$ cat config.mk
export PLATFORM = sky130hd
export DESIGN_NAME = mic_controller
export DESIGN_NICKNAME = d
export VERILOG_FILES = /design/src/rtl/mic_pkg.sv /design/src/rtl/mic_controller.sv
export SDC_FILE = /design/constraint.sdc
export NUM_CORES = 1
export LEC_CHECK = 0
export BUFFER_PORTS_ARGS = -buffer_cell sky130_fd_sc_hd__buf_2
export CAP_MARGIN = 40
export CORE_MARGIN = 3
export CORE_UTILIZATION = 49
export DETAILED_ROUTE_END_ITERATION = 16
export PLACE_DENSITY = 0.71
export SLEW_MARGIN = 10
export SYNTH_ARGS = -nofsm -noshare
export SYNTH_HDL_FRONTEND = slang
export SYNTH_SLANG_ARGS = --single-unit
$ cat constraint.sdc
create_clock -name clk -period 10.5 [get_ports clk]
set_clock_uncertainty 0.2 [all_clocks]
set_input_delay 1.575 -clock clk [delete_from_list [all_inputs] [get_ports clk]]
set_output_delay 1.575 -clock clk [all_outputs]
set_load 0.02 [all_outputs]
$ cat src/rtl/mic_pkg.sv
/*
  Shared constants and types of the multilevel interrupt controller.
  Assumes a single clock domain and an APB register port with 32-bit data.
*/
package mic_pkg;

  // Register indices; byte address is four times the index
  localparam logic [7:0] MIC_IDX_STATUS  = 8'h00;
  localparam logic [7:0] MIC_IDX_LASTVEC = 8'h01;
  localparam logic [7:0] MIC_IDX_CTRL    = 8'h02;
  localparam int         MIC_BYTES_PER_REG = 4;

  // Status field positions
  localparam int MIC_ST_NMI = 7;
  localparam int MIC_ST_HI  = 2;
  localparam int MIC_ST_MID = 1;
  localparam int MIC_ST_LO  = 0;

  // Control field positions
  localparam int MIC_CT_RR  = 7;
  localparam int MIC_CT_VTS = 6;
  localparam int MIC_CT_HI  = 2;
  localparam int MIC_CT_MID = 1;
  localparam int MIC_CT_LO  = 0;

  // Reset values
  localparam logic [7:0] MIC_RST_STATUS  = 8'h00;
  localparam logic [7:0] MIC_RST_LASTVEC = 8'h00;
  localparam logic [7:0] MIC_RST_CTRL    = 8'h00;

  // Writable bits of the control register (reserved bits stay zero)
  localparam logic [7:0] MIC_CTRL_WMASK  = 8'hc7;

  // Level code carried with each request
  typedef enum logic [1:0] {
    MIC_LVL_OFF = 2'b00,
    MIC_LVL_LO  = 2'b01,
    MIC_LVL_MID = 2'b10,
    MIC_LVL_HI  = 2'b11
  } mic_level_type;

  // APB answer phase
  typedef enum logic [0:0] {
    MIC_BUS_IDLE   = 1'b0,
    MIC_BUS_ANSWER = 1'b1
  } mic_bus_type;

  // Result of one arbitration search
  typedef struct packed {
    logic       hit;
    logic [7:0] vec;
  } mic_pick_type;

  // Vector presented to the CPU
  typedef struct packed {
    logic          valid;
    logic          nmi;
    mic_level_type level;
    logic [7:0]    vec;
  } mic_offer_type;

  // Whole state of the controller
  typedef struct packed {
    mic_bus_type   bus;
    logic          pready;
    logic          pslverr;
    logic [31:0]   prdata;
    logic [7:0]    status;
    logic [7:0]    lastVec;
    logic [7:0]    ctrl;
    mic_offer_type offer;
  } mic_state_type;

endpackage

$ cat src/rtl/mic_controller.sv
/*
  Multilevel interrupt controller: level arbitration, executing-level tracking,
  optional round-robin for the low level, vector table placement, APB registers.
  Assumes request sources, CPU handshake and the protection unlock are on clk.
*/
`timescale 1ns/100ps
module mic_controller
  import mic_pkg::*;
#(
  parameter int NUM_VEC = 32,
  parameter int NUM_NMI = 2,
  parameter int ADDR_W  = 4
)(
  input  wire logic                       clk,
  input  wire logic                       rst_n,
  input  wire logic                       psel,
  input  wire logic                       penable,
  input  wire logic                       pwrite,
  input  wire logic [ADDR_W-1:0]          paddr,
  input  wire logic [31:0]                pwdata,
  output logic      [31:0]                prdata,
  output logic                            pready,
  output logic                            pslverr,
  input  wire logic [NUM_VEC-1:0]         reqFlag,
  input  wire logic [NUM_VEC-1:0][1:0]    reqLevel,
  input  wire logic [NUM_NMI-1:0]         nmiReq,
  input  wire logic                       cfgUnlock,
  input  wire logic                       cpuAck,
  input  wire logic                       cpuReti,
  output logic                            irqValid,
  output logic                            irqNmi,
  output logic      [1:0]                 irqLevel,
  output logic      [7:0]                 irqVector,
  output logic                            vectorTableSel
);

  // Elaboration checks
  if (NUM_VEC < 1 || NUM_VEC > 256)
    $error("NUM_VEC must be 1 to 256");
  if (NUM_NMI < 1 || NUM_NMI > 256)
    $error("NUM_NMI must be 1 to 256");
  if (ADDR_W < 4)
    $error("ADDR_W must be at least 4");

  mic_state_type state_q;
  mic_state_type state_d;

  logic [NUM_VEC-1:0] loReq;
  logic [NUM_VEC-1:0] midReq;
  logic [NUM_VEC-1:0] hiReq;
  mic_pick_type       nmiPick;
  mic_pick_type       hiPick;
  mic_pick_type       midPick;
  mic_pick_type       loPick;
  logic               regHit;
  logic [7:0]         regIdx;
  logic [7:0]         regRead;
  logic               wrDone;

  // Split requests by level code
  for (genvar i = 0; i < NUM_VEC; i++)
  begin : g_split
    assign loReq[i]  = reqFlag[i] && (reqLevel[i] == MIC_LVL_LO);
    assign midReq[i] = reqFlag[i] && (reqLevel[i] == MIC_LVL_MID);
    assign hiReq[i]  = reqFlag[i] && (reqLevel[i] == MIC_LVL_HI);
  end

  // Lowest set index wins
  function automatic mic_pick_type pickStatic(input logic [255:0] req, input int n);
    mic_pick_type p;
    p = '0;
    for (int k = n - 1; k >= 0; k--)
    begin
      if (req[k])
      begin
        p.hit = 1'b1;
        p.vec = 8'(k);
      end
    end
    return p;
  endfunction

  // Search starts just after the recorded vector, which comes last
  function automatic mic_pick_type pickRound(input logic [255:0] req, input int n,
                                             input logic [7:0] last);
    mic_pick_type p;
    int           idx;
    p = '0;
    for (int j = n; j >= 1; j--)
    begin
      idx = (int'(last) + j) % n;
      if (req[idx])
      begin
        p.hit = 1'b1;
        p.vec = 8'(idx);
      end
    end
    return p;
  endfunction

  // Per-class winners; high, mid and NMI always static
  always_comb
  begin
    nmiPick = pickStatic(256'(nmiReq), NUM_NMI);
    hiPick  = pickStatic(256'(hiReq), NUM_VEC);
    midPick = pickStatic(256'(midReq), NUM_VEC);
    if (state_q.ctrl[MIC_CT_RR])
      loPick = pickRound(256'(loReq), NUM_VEC, state_q.lastVec);
    else
      loPick = pickStatic(256'(loReq), NUM_VEC);
  end

  // Register decode
  assign regIdx = 8'(paddr[ADDR_W-1:2]);
  assign regHit = (paddr[1:0] == 2'b00) && (regIdx <= MIC_IDX_CTRL);
  assign wrDone = psel && penable && pwrite && state_q.pready && !state_q.pslverr;

  // Read data, reserved bits zero
  always_comb
  begin
    case (regIdx)
      MIC_IDX_STATUS:  regRead = state_q.status;
      MIC_IDX_LASTVEC: regRead = state_q.lastVec;
      MIC_IDX_CTRL:    regRead = state_q.ctrl;
      default:         regRead = 8'h00;
    endcase
  end

  // Next state
  always_comb
  begin
    state_d = state_q;

    // APB: answer in the cycle after setup, zero extra waits
    state_d.pready = 1'b0;
    case (state_q.bus)
      MIC_BUS_IDLE:
      begin
        if (psel && !penable)
        begin
          state_d.bus     = MIC_BUS_ANSWER;
          state_d.pready  = 1'b1;
          state_d.pslverr = !regHit;
          state_d.prdata  = (pwrite || !regHit) ? 32'h0000_0000 : {24'h00_0000, regRead};
        end
      end
      MIC_BUS_ANSWER:
      begin
        state_d.bus     = MIC_BUS_IDLE;
        state_d.pslverr = 1'b0;
        state_d.prdata  = 32'h0000_0000;
      end
      default:
      begin
        state_d.bus = MIC_BUS_IDLE;
      end
    endcase

    // Register writes; status is read-only
    if (wrDone && regIdx == MIC_IDX_LASTVEC)
      state_d.lastVec = pwdata[7:0];
    if (wrDone && regIdx == MIC_IDX_CTRL)
    begin
      // Round-robin off leaves the recorded vector alone
      state_d.ctrl = (pwdata[7:0] & MIC_CTRL_WMASK & ~(8'h01 << MIC_CT_VTS))
                   | (state_q.ctrl & (8'h01 << MIC_CT_VTS));
      if (cfgUnlock)
        state_d.ctrl[MIC_CT_VTS] = pwdata[MIC_CT_VTS];
    end

    // Return unwinds the most recent active level
    if (cpuReti)
    begin
      if (state_q.status[MIC_ST_NMI])
        state_d.status[MIC_ST_NMI] = 1'b0;
      else if (state_q.status[MIC_ST_HI])
        state_d.status[MIC_ST_HI] = 1'b0;
      else if (state_q.status[MIC_ST_MID])
        state_d.status[MIC_ST_MID] = 1'b0;
      else
        state_d.status[MIC_ST_LO] = 1'b0;
    end

    // Acknowledge sets the level flag; set wins over a clear
    if (cpuAck && state_q.offer.valid)
    begin
      if (state_q.offer.nmi)
        state_d.status[MIC_ST_NMI] = 1'b1;
      else
      begin
        case (state_q.offer.level)
          MIC_LVL_HI:  state_d.status[MIC_ST_HI] = 1'b1;
          MIC_LVL_MID: state_d.status[MIC_ST_MID] = 1'b1;
          MIC_LVL_LO:
          begin
            state_d.status[MIC_ST_LO] = 1'b1;
            if (state_q.ctrl[MIC_CT_RR])
              state_d.lastVec = state_q.offer.vec;
          end
          default: state_d.status = state_d.status;
        endcase
      end
    end

    // Offer: NMI, then enabled levels above the executing one
    state_d.offer = '0;
    if (state_q.status[MIC_ST_NMI])
      state_d.offer = '0;
    else if (nmiPick.hit)
    begin
      state_d.offer.valid = 1'b1;
      state_d.offer.nmi   = 1'b1;
      state_d.offer.vec   = nmiPick.vec;
    end
    else if (hiPick.hit && state_q.ctrl[MIC_CT_HI] && !state_q.status[MIC_ST_HI])
    begin
      state_d.offer.valid = 1'b1;
      state_d.offer.level = MIC_LVL_HI;
      state_d.offer.vec   = hiPick.vec;
    end
    else if (midPick.hit && state_q.ctrl[MIC_CT_MID]
             && !(state_q.status[MIC_ST_HI] || state_q.status[MIC_ST_MID]))
    begin
      state_d.offer.valid = 1'b1;
      state_d.offer.level = MIC_LVL_MID;
      state_d.offer.vec   = midPick.vec;
    end
    else if (loPick.hit && state_q.ctrl[MIC_CT_LO] && (state_q.status[2:0] == 3'b000))
    begin
      state_d.offer.valid = 1'b1;
      state_d.offer.level = MIC_LVL_LO;
      state_d.offer.vec   = loPick.vec;
    end

    // Never present a stale offer right after its acknowledge
    if (cpuAck && state_q.offer.valid)
      state_d.offer = '0;
  end

  // State register
  always_ff @(posedge clk or negedge rst_n)
  begin
    if (!rst_n)
    begin
      state_q         <= '0;
      state_q.status  <= MIC_RST_STATUS;
      state_q.lastVec <= MIC_RST_LASTVEC;
      state_q.ctrl    <= MIC_RST_CTRL;
    end
    else
      state_q <= state_d;
  end

  // Outputs straight from flops
  assign prdata         = state_q.prdata;
  assign pready         = state_q.pready;
  assign pslverr        = state_q.pslverr;
  assign irqValid       = state_q.offer.valid;
  assign irqNmi         = state_q.offer.nmi;
  assign irqLevel       = state_q.offer.level;
  assign irqVector      = state_q.offer.vec;
  assign vectorTableSel = state_q.ctrl[MIC_CT_VTS];
endmodule

Word level (Yosys, flattened, before mapping)
Index checks and enable logic that the tools add are counted.
{"block": "word_totals", "ff_bits": 67, "output_inout_bits": 47, "wordCells": 625}
{"block": "op_classes", "addsub": 32, "order_cmp": 33, "eq_ne": 102, "n_mux": 260, "bitwise": 34, "n_reduce_logical": 153}
{"operator": "9-bit 2-to-1 mux", "count": 132}
{"operator": "6-bit by 10-bit less-than comparator with 1-bit output (second input constant)", "count": 32}
{"operator": "1-bit binary-select mux with 6-bit select", "count": 32}
{"operator": "5-bit OR reduction", "count": 32}
{"operator": "2-bit equality test (second input constant)", "count": 67}
{"operator": "1-bit logical AND", "count": 111}
{"operator": "5-bit adder (second input constant)", "count": 16}
{"operator": "1-bit 2-to-1 mux", "count": 77}
{"operator": "2-bit by 1-bit equality test with 1-bit output (second input constant)", "count": 34}
{"operator": "33-bit one-hot mux with 2 select lines", "count": 1}
{"operator": "5-bit by 4-bit adder with 5-bit output (second input constant)", "count": 8}
{"operator": "8-bit 2-to-1 mux", "count": 5}
{"operator": "35-bit 2-to-1 mux", "count": 1}
{"operator": "1-bit bitwise AND (first input constant)", "count": 32}
{"operator": "12-bit 2-to-1 mux", "count": 2}
{"operator": "8-bit one-hot mux with 3 select lines", "count": 1}
{"operator": "5-bit by 3-bit adder with 5-bit output (second input constant)", "count": 4}
{"operator": "10-bit 2-to-1 mux", "count": 2}
{"operator": "16-bit 2-to-1 mux", "count": 1}
{"operator": "11-bit 2-to-1 mux", "count": 1}
{"operator": "5-bit by 1-bit adder with 5-bit output (second input constant)", "count": 2}
{"operator": "5-bit by 2-bit adder with 5-bit output (second input constant)", "count": 2}
{"operator": "8-bit logical NOT", "count": 1}
{"operator": "8-bit by 7-bit bitwise OR with 8-bit output", "count": 1}
{"operator": "10 further kinds", "count": 17}

Longest topological paths before layout
{"block": "depth", "depth_word": 47, "depth_mapped": 22}

Least setup slack after synthesis
Ideal clock, no wire load.
{"block": "synth_timing", "path_type": "register to register", "startpoint": "register state_q[21] (netlist name)", "endpoint": "register state_q, in the netlist irqVector[1]", "t_arrival_ps": 5285, "required_ps": 10235, "slack_ps": 4951, "stages_incl_launch_ff": 21, "n_path_buf": 7, "period_less_slack_ps": 5549, "path_cell_list": "dfrtp_1 -> inv_1 -> buf_2 -> buf_2 -> buf_2 -> buf_1 -> clkbuf_1 -> ha_1 -> buf_2 -> clkinv_1 -> buf_2 -> mux4_2 -> nor3_1 -> or4_4 -> a21oi_4 -> nand4_2 -> a221oi_2 -> a211oi_1 -> or4_4 -> a2111oi_4 -> o21a_1"}
{"item": "start: declaration", "line": "mic_controller.sv:45", "text": "mic_state_type state_q;"}
{"item": "start signal: assignment", "line": "mic_controller.sv:251", "text": "state_q <= state_d;"}

==> impl_results.md <==
- Status: completed
- Pin count of the biggest net entering global routing: 66
- Final core area utilization: 0.5364
- Slew HR: 0.3066
- Final wirelength: 58420 um
- Final setup TNS: 0 ps
- Synth Flop Type: dfrtp_1
- Hold WC Path Type: reg -> reg
- Post-DP HPWL: 44230 um
- Max cap viols: 0
- Internal power: 0.8362 mW
- CP endpoint kind: flop
- Largest area contributor in the netlist: mux4_2
- Tot GR Track Use: 0.4169
- Core area: 0.02446 sq mm
- Num rows: 57
- Pins Over Slew Limit: 0
- Fmax: 155.9 MHz
- Post-synthesis sequential area ratio: 0.07335
- Die W: 164.3 um
- Synth Register Bits: 36
- Placer Congestion: 1.113
- Seq pwr share: 0.084
- Worst path max stage delay: 770 ps
- Worst Path Buf+Inv: 4
- CP max FO: 50
- Final instance area: 0.01312 sq mm
- Post-synthesis cell type count: 101
- Post-synth EDFFs: 0
- Setup-failing EPs final: 0
- Syn Inst Count: 1648
- Synth-to-layout area growth: 6.846%
- Sw Share: 0.5848
- Slowest-stage cell, CP: a2111oi_0
- Sw Pwr: 1.178 mW
- WL/cell: 28.96 um
- Mux cell area share after synthesis: 0.1872
- Total Power: 2.014 mW
- Worst-margin pin slew: 1040 ps
- Die ar.: 0.02700 sq mm
- Synthesis Warnings: 0
- First-pass GRT wire length: 85730 um
- Final ANT Viol Nets: 0
- Hold_ws: 283.5 ps
- Post-CTS Setup Bufs: 0
- R2R Setup Slk: 4090 ps
- Htree depth: 2
- Worst-path cell chain: inv_2, buf_4, ha_1, buf_4, xor2_2, buf_4, nor2_1, o32ai_1, nor3_1, nor3_1, nor2_1, a2111oi_0, nand3b_1, a2111oi_0, or4_1, o21ai_1
- Logic pwr share: 0.838
- Cell area after synthesis: 0.01228 sq mm
- Period Utilization, post-route: 0.6109
- Synth Area in Simple Gates: 0.3156
- Final hold vios: 0
- DR vias: 15460
- Clock sink total: 36
- # port buffers: 137
- Post-synthesis compound-gate area fraction: 0.3037
- Final min period: 6414 ps
- Post-Synth XOR/XNOR Area: 0.03178
- Worst path required time: 10450 ps
- Clock latency on the worst-skew pair: 280 ps
- Post-CTS Resized: 0
- Remaining Overflow, GRT: 0
- Most frequent CP cell: buf_4
- Ports: 189
- PwrDens: 153.5 mW/mm^2
- TritonCTS clock tree: done
- Setup CP Type: reg -> reg
- Initial antenna violation count: 0
- Largest family of logic cells by synthesized area: simple AND/OR/NAND/NOR gates
- Placed Instance Area: 0.01296 sq mm
- Cts hold-fix bufs: 0
- Main area contributors after synthesis: mux4_2 9.7%, dfrtp_1 7.3%, mux2i_1 6.8%, nor2_1 4.6%, nand2_1 4.6%
- Via count of the first global-routing pass: 13654
- Nets@finish: 1845
- RSZ-0062 raised after global routing: false
- Area share of fa/ha/maj cells after synthesis: 0.01222
- Starting Density: 0.5021
- Worst Path Arrival: 6370 ps
- Drt pass-1 iters: 7
- Max IR drop VDD: 0.1266 mV
- Reg clk slew, reported paths: 60 ps
- Total CTS buffers: 5
- Synth async-reset ratio: 1.000
- Yosys top cell area share: 0.09719
- Mean Syn Cell Area: 7.453 sq um
- Vias per cell: 7.665
- Share of layout cells above drive strength 1: 0.1755
- Root Buffer: clkbuf_16
- Startpoint types: flop
- DRC violations left: 0
- Crit-path leading delay family: compound AO/OA/AOI/OAI gates
- Die height: 164.3 um
- Clock network power share: 0.077
- Leakage: 5.315 nW
- CTS Buffer Depth: 2
- Initial DRC Count: 2901
per-layer routing:
layer,global-route usage,vias to the layer above,wire length (um)
met5,0,-,0
met2,0.6214,1379,24480
met3,0.07945,299,7650
met1,0.5570,7231,21640
met4,0.2511,0,4649
li1,-,6551,-
synthesized netlist by cell type (24+ instances only):
master    number
o211ai_1      29
nor2_1       152
a31oi_1       24
nand3_1       55
mux4_2        53
clkbuf_1      69
dfrtp_1       36
buf_2         36
a21oi_1       92
a211oi_1      31
nor3_1        54
nand2_1      150
buf_4         46
and3b_1       48
nand3b_1      44
o21ai_0       83
mux2i_1       84
power by group through the flow:
stage | clock, mW | combinational (mW) | sequential, mW
2_1_floorplan | 0 | 1.11 | 0.164
3_3_place_gp | 0 | 1.57 | 0.171
3_5_place_dp | 0 | 1.60 | 0.171
4_1_cts | 0.157 | 1.61 | 0.169
5_1_grt | 0.163 | 1.77 | 0.170
6_report | 0.156 | 1.69 | 0.170
logic make-up (layout without fill, tap and decap cells):
group / count (synthesis) / count (layout)
simple gates: 701 / 701
compound gates: 520 / 520
buf+inv: 184 / 202
mux: 155 / 155
xor+xnor: 39 / 39
flops: 36 / 36
fa+ha+maj: 12 / 12
other cells: 1 / 28
path summary, 6_finish.rpt:
| path | start | to | cells after the start |
|---|---|---|---|
| min | irqVector[0]$_DFF_PN0_ | state_q[20]$_DFF_PN0_ | 2 |
| max in group asynchronous | rst_n | state_q[20]$_DFF_PN0_ | 1 |
| max | state_q[21]$_DFF_PN0_ | irqVector[0]$_DFF_PN0_ | 16 |
| min in group asynchronous | rst_n | state_q[25]$_DFF_PN0_ | 1 |
| max reg2reg | state_q[21]$_DFF_PN0_ | irqVector[0]$_DFF_PN0_ | 16 |
| min reg2reg | irqVector[0]$_DFF_PN0_ | state_q[20]$_DFF_PN0_ | 2 |
state kept, by name, indices dropped and copies added, names as in the netlist:
| name | cells |
|---|---|
| irqVector | 5 |
| irqValid | 1 |
| state_q | 17 |
| pslverr | 1 |
| vectorTableSel | 1 |
| prdata | 8 |
| irqNmi | 1 |
| irqLevel | 2 |
tightest hold or removal path: stages, from the launching register on:
cell and delay, ps:
dfrtp_1 340, nand2_1 50, o21ai_0 60
per-stage QoR:
step           std cells  setup WS [ps]
6_report            2017           4086
5_1_grt             2016           3683
2_1_floorplan       1674           4951
3_5_place_dp        2007           4379
4_1_cts             2015           4347
3_3_place_gp        1998           4164
cell type report:
class | instances | area, sq um
inverters | 20 | 75.07
clock buffers | 8 | 156.4
fillers | 2464 | 11340
flip-flops and latches | 36 | 905.9
multi-input cells | 1454 | 10570
diodes | 1 | 2.502
repair buffers | 174 | 1010
well taps | 324 | 405.4
cell usage in the layout, fill, tap and decap left out, types with 19 or more instances in the layout:
| master | synthesis | routed |
|---|---|---|
| nand3_1 | 55 | 55 |
| a2111oi_0 | 21 | 21 |
| nor3_1 | 54 | 54 |
| nand4b_1 | 22 | 22 |
| conb_1 | 1 | 27 |
| and3b_1 | 48 | 48 |
| a21oi_1 | 92 | 92 |
| o211ai_1 | 29 | 29 |
| mux4_2 | 53 | 53 |
| xnor2_1 | 21 | 19 |
| nand3b_1 | 44 | 44 |
| dfrtp_1 | 36 | 32 |
| nor4_1 | 21 | 21 |
| a211oi_1 | 31 | 30 |
| a31oi_1 | 24 | 24 |
| nor2_1 | 152 | 152 |
| buf_4 | 46 | 30 |
| and3_1 | 23 | 23 |
| nand2_1 | 150 | 150 |
| o21ai_0 | 83 | 83 |
| buf_2 | 36 | 138 |
| mux2i_1 | 84 | 84 |
Note: power is estimated with default switching activity, not from simulation.
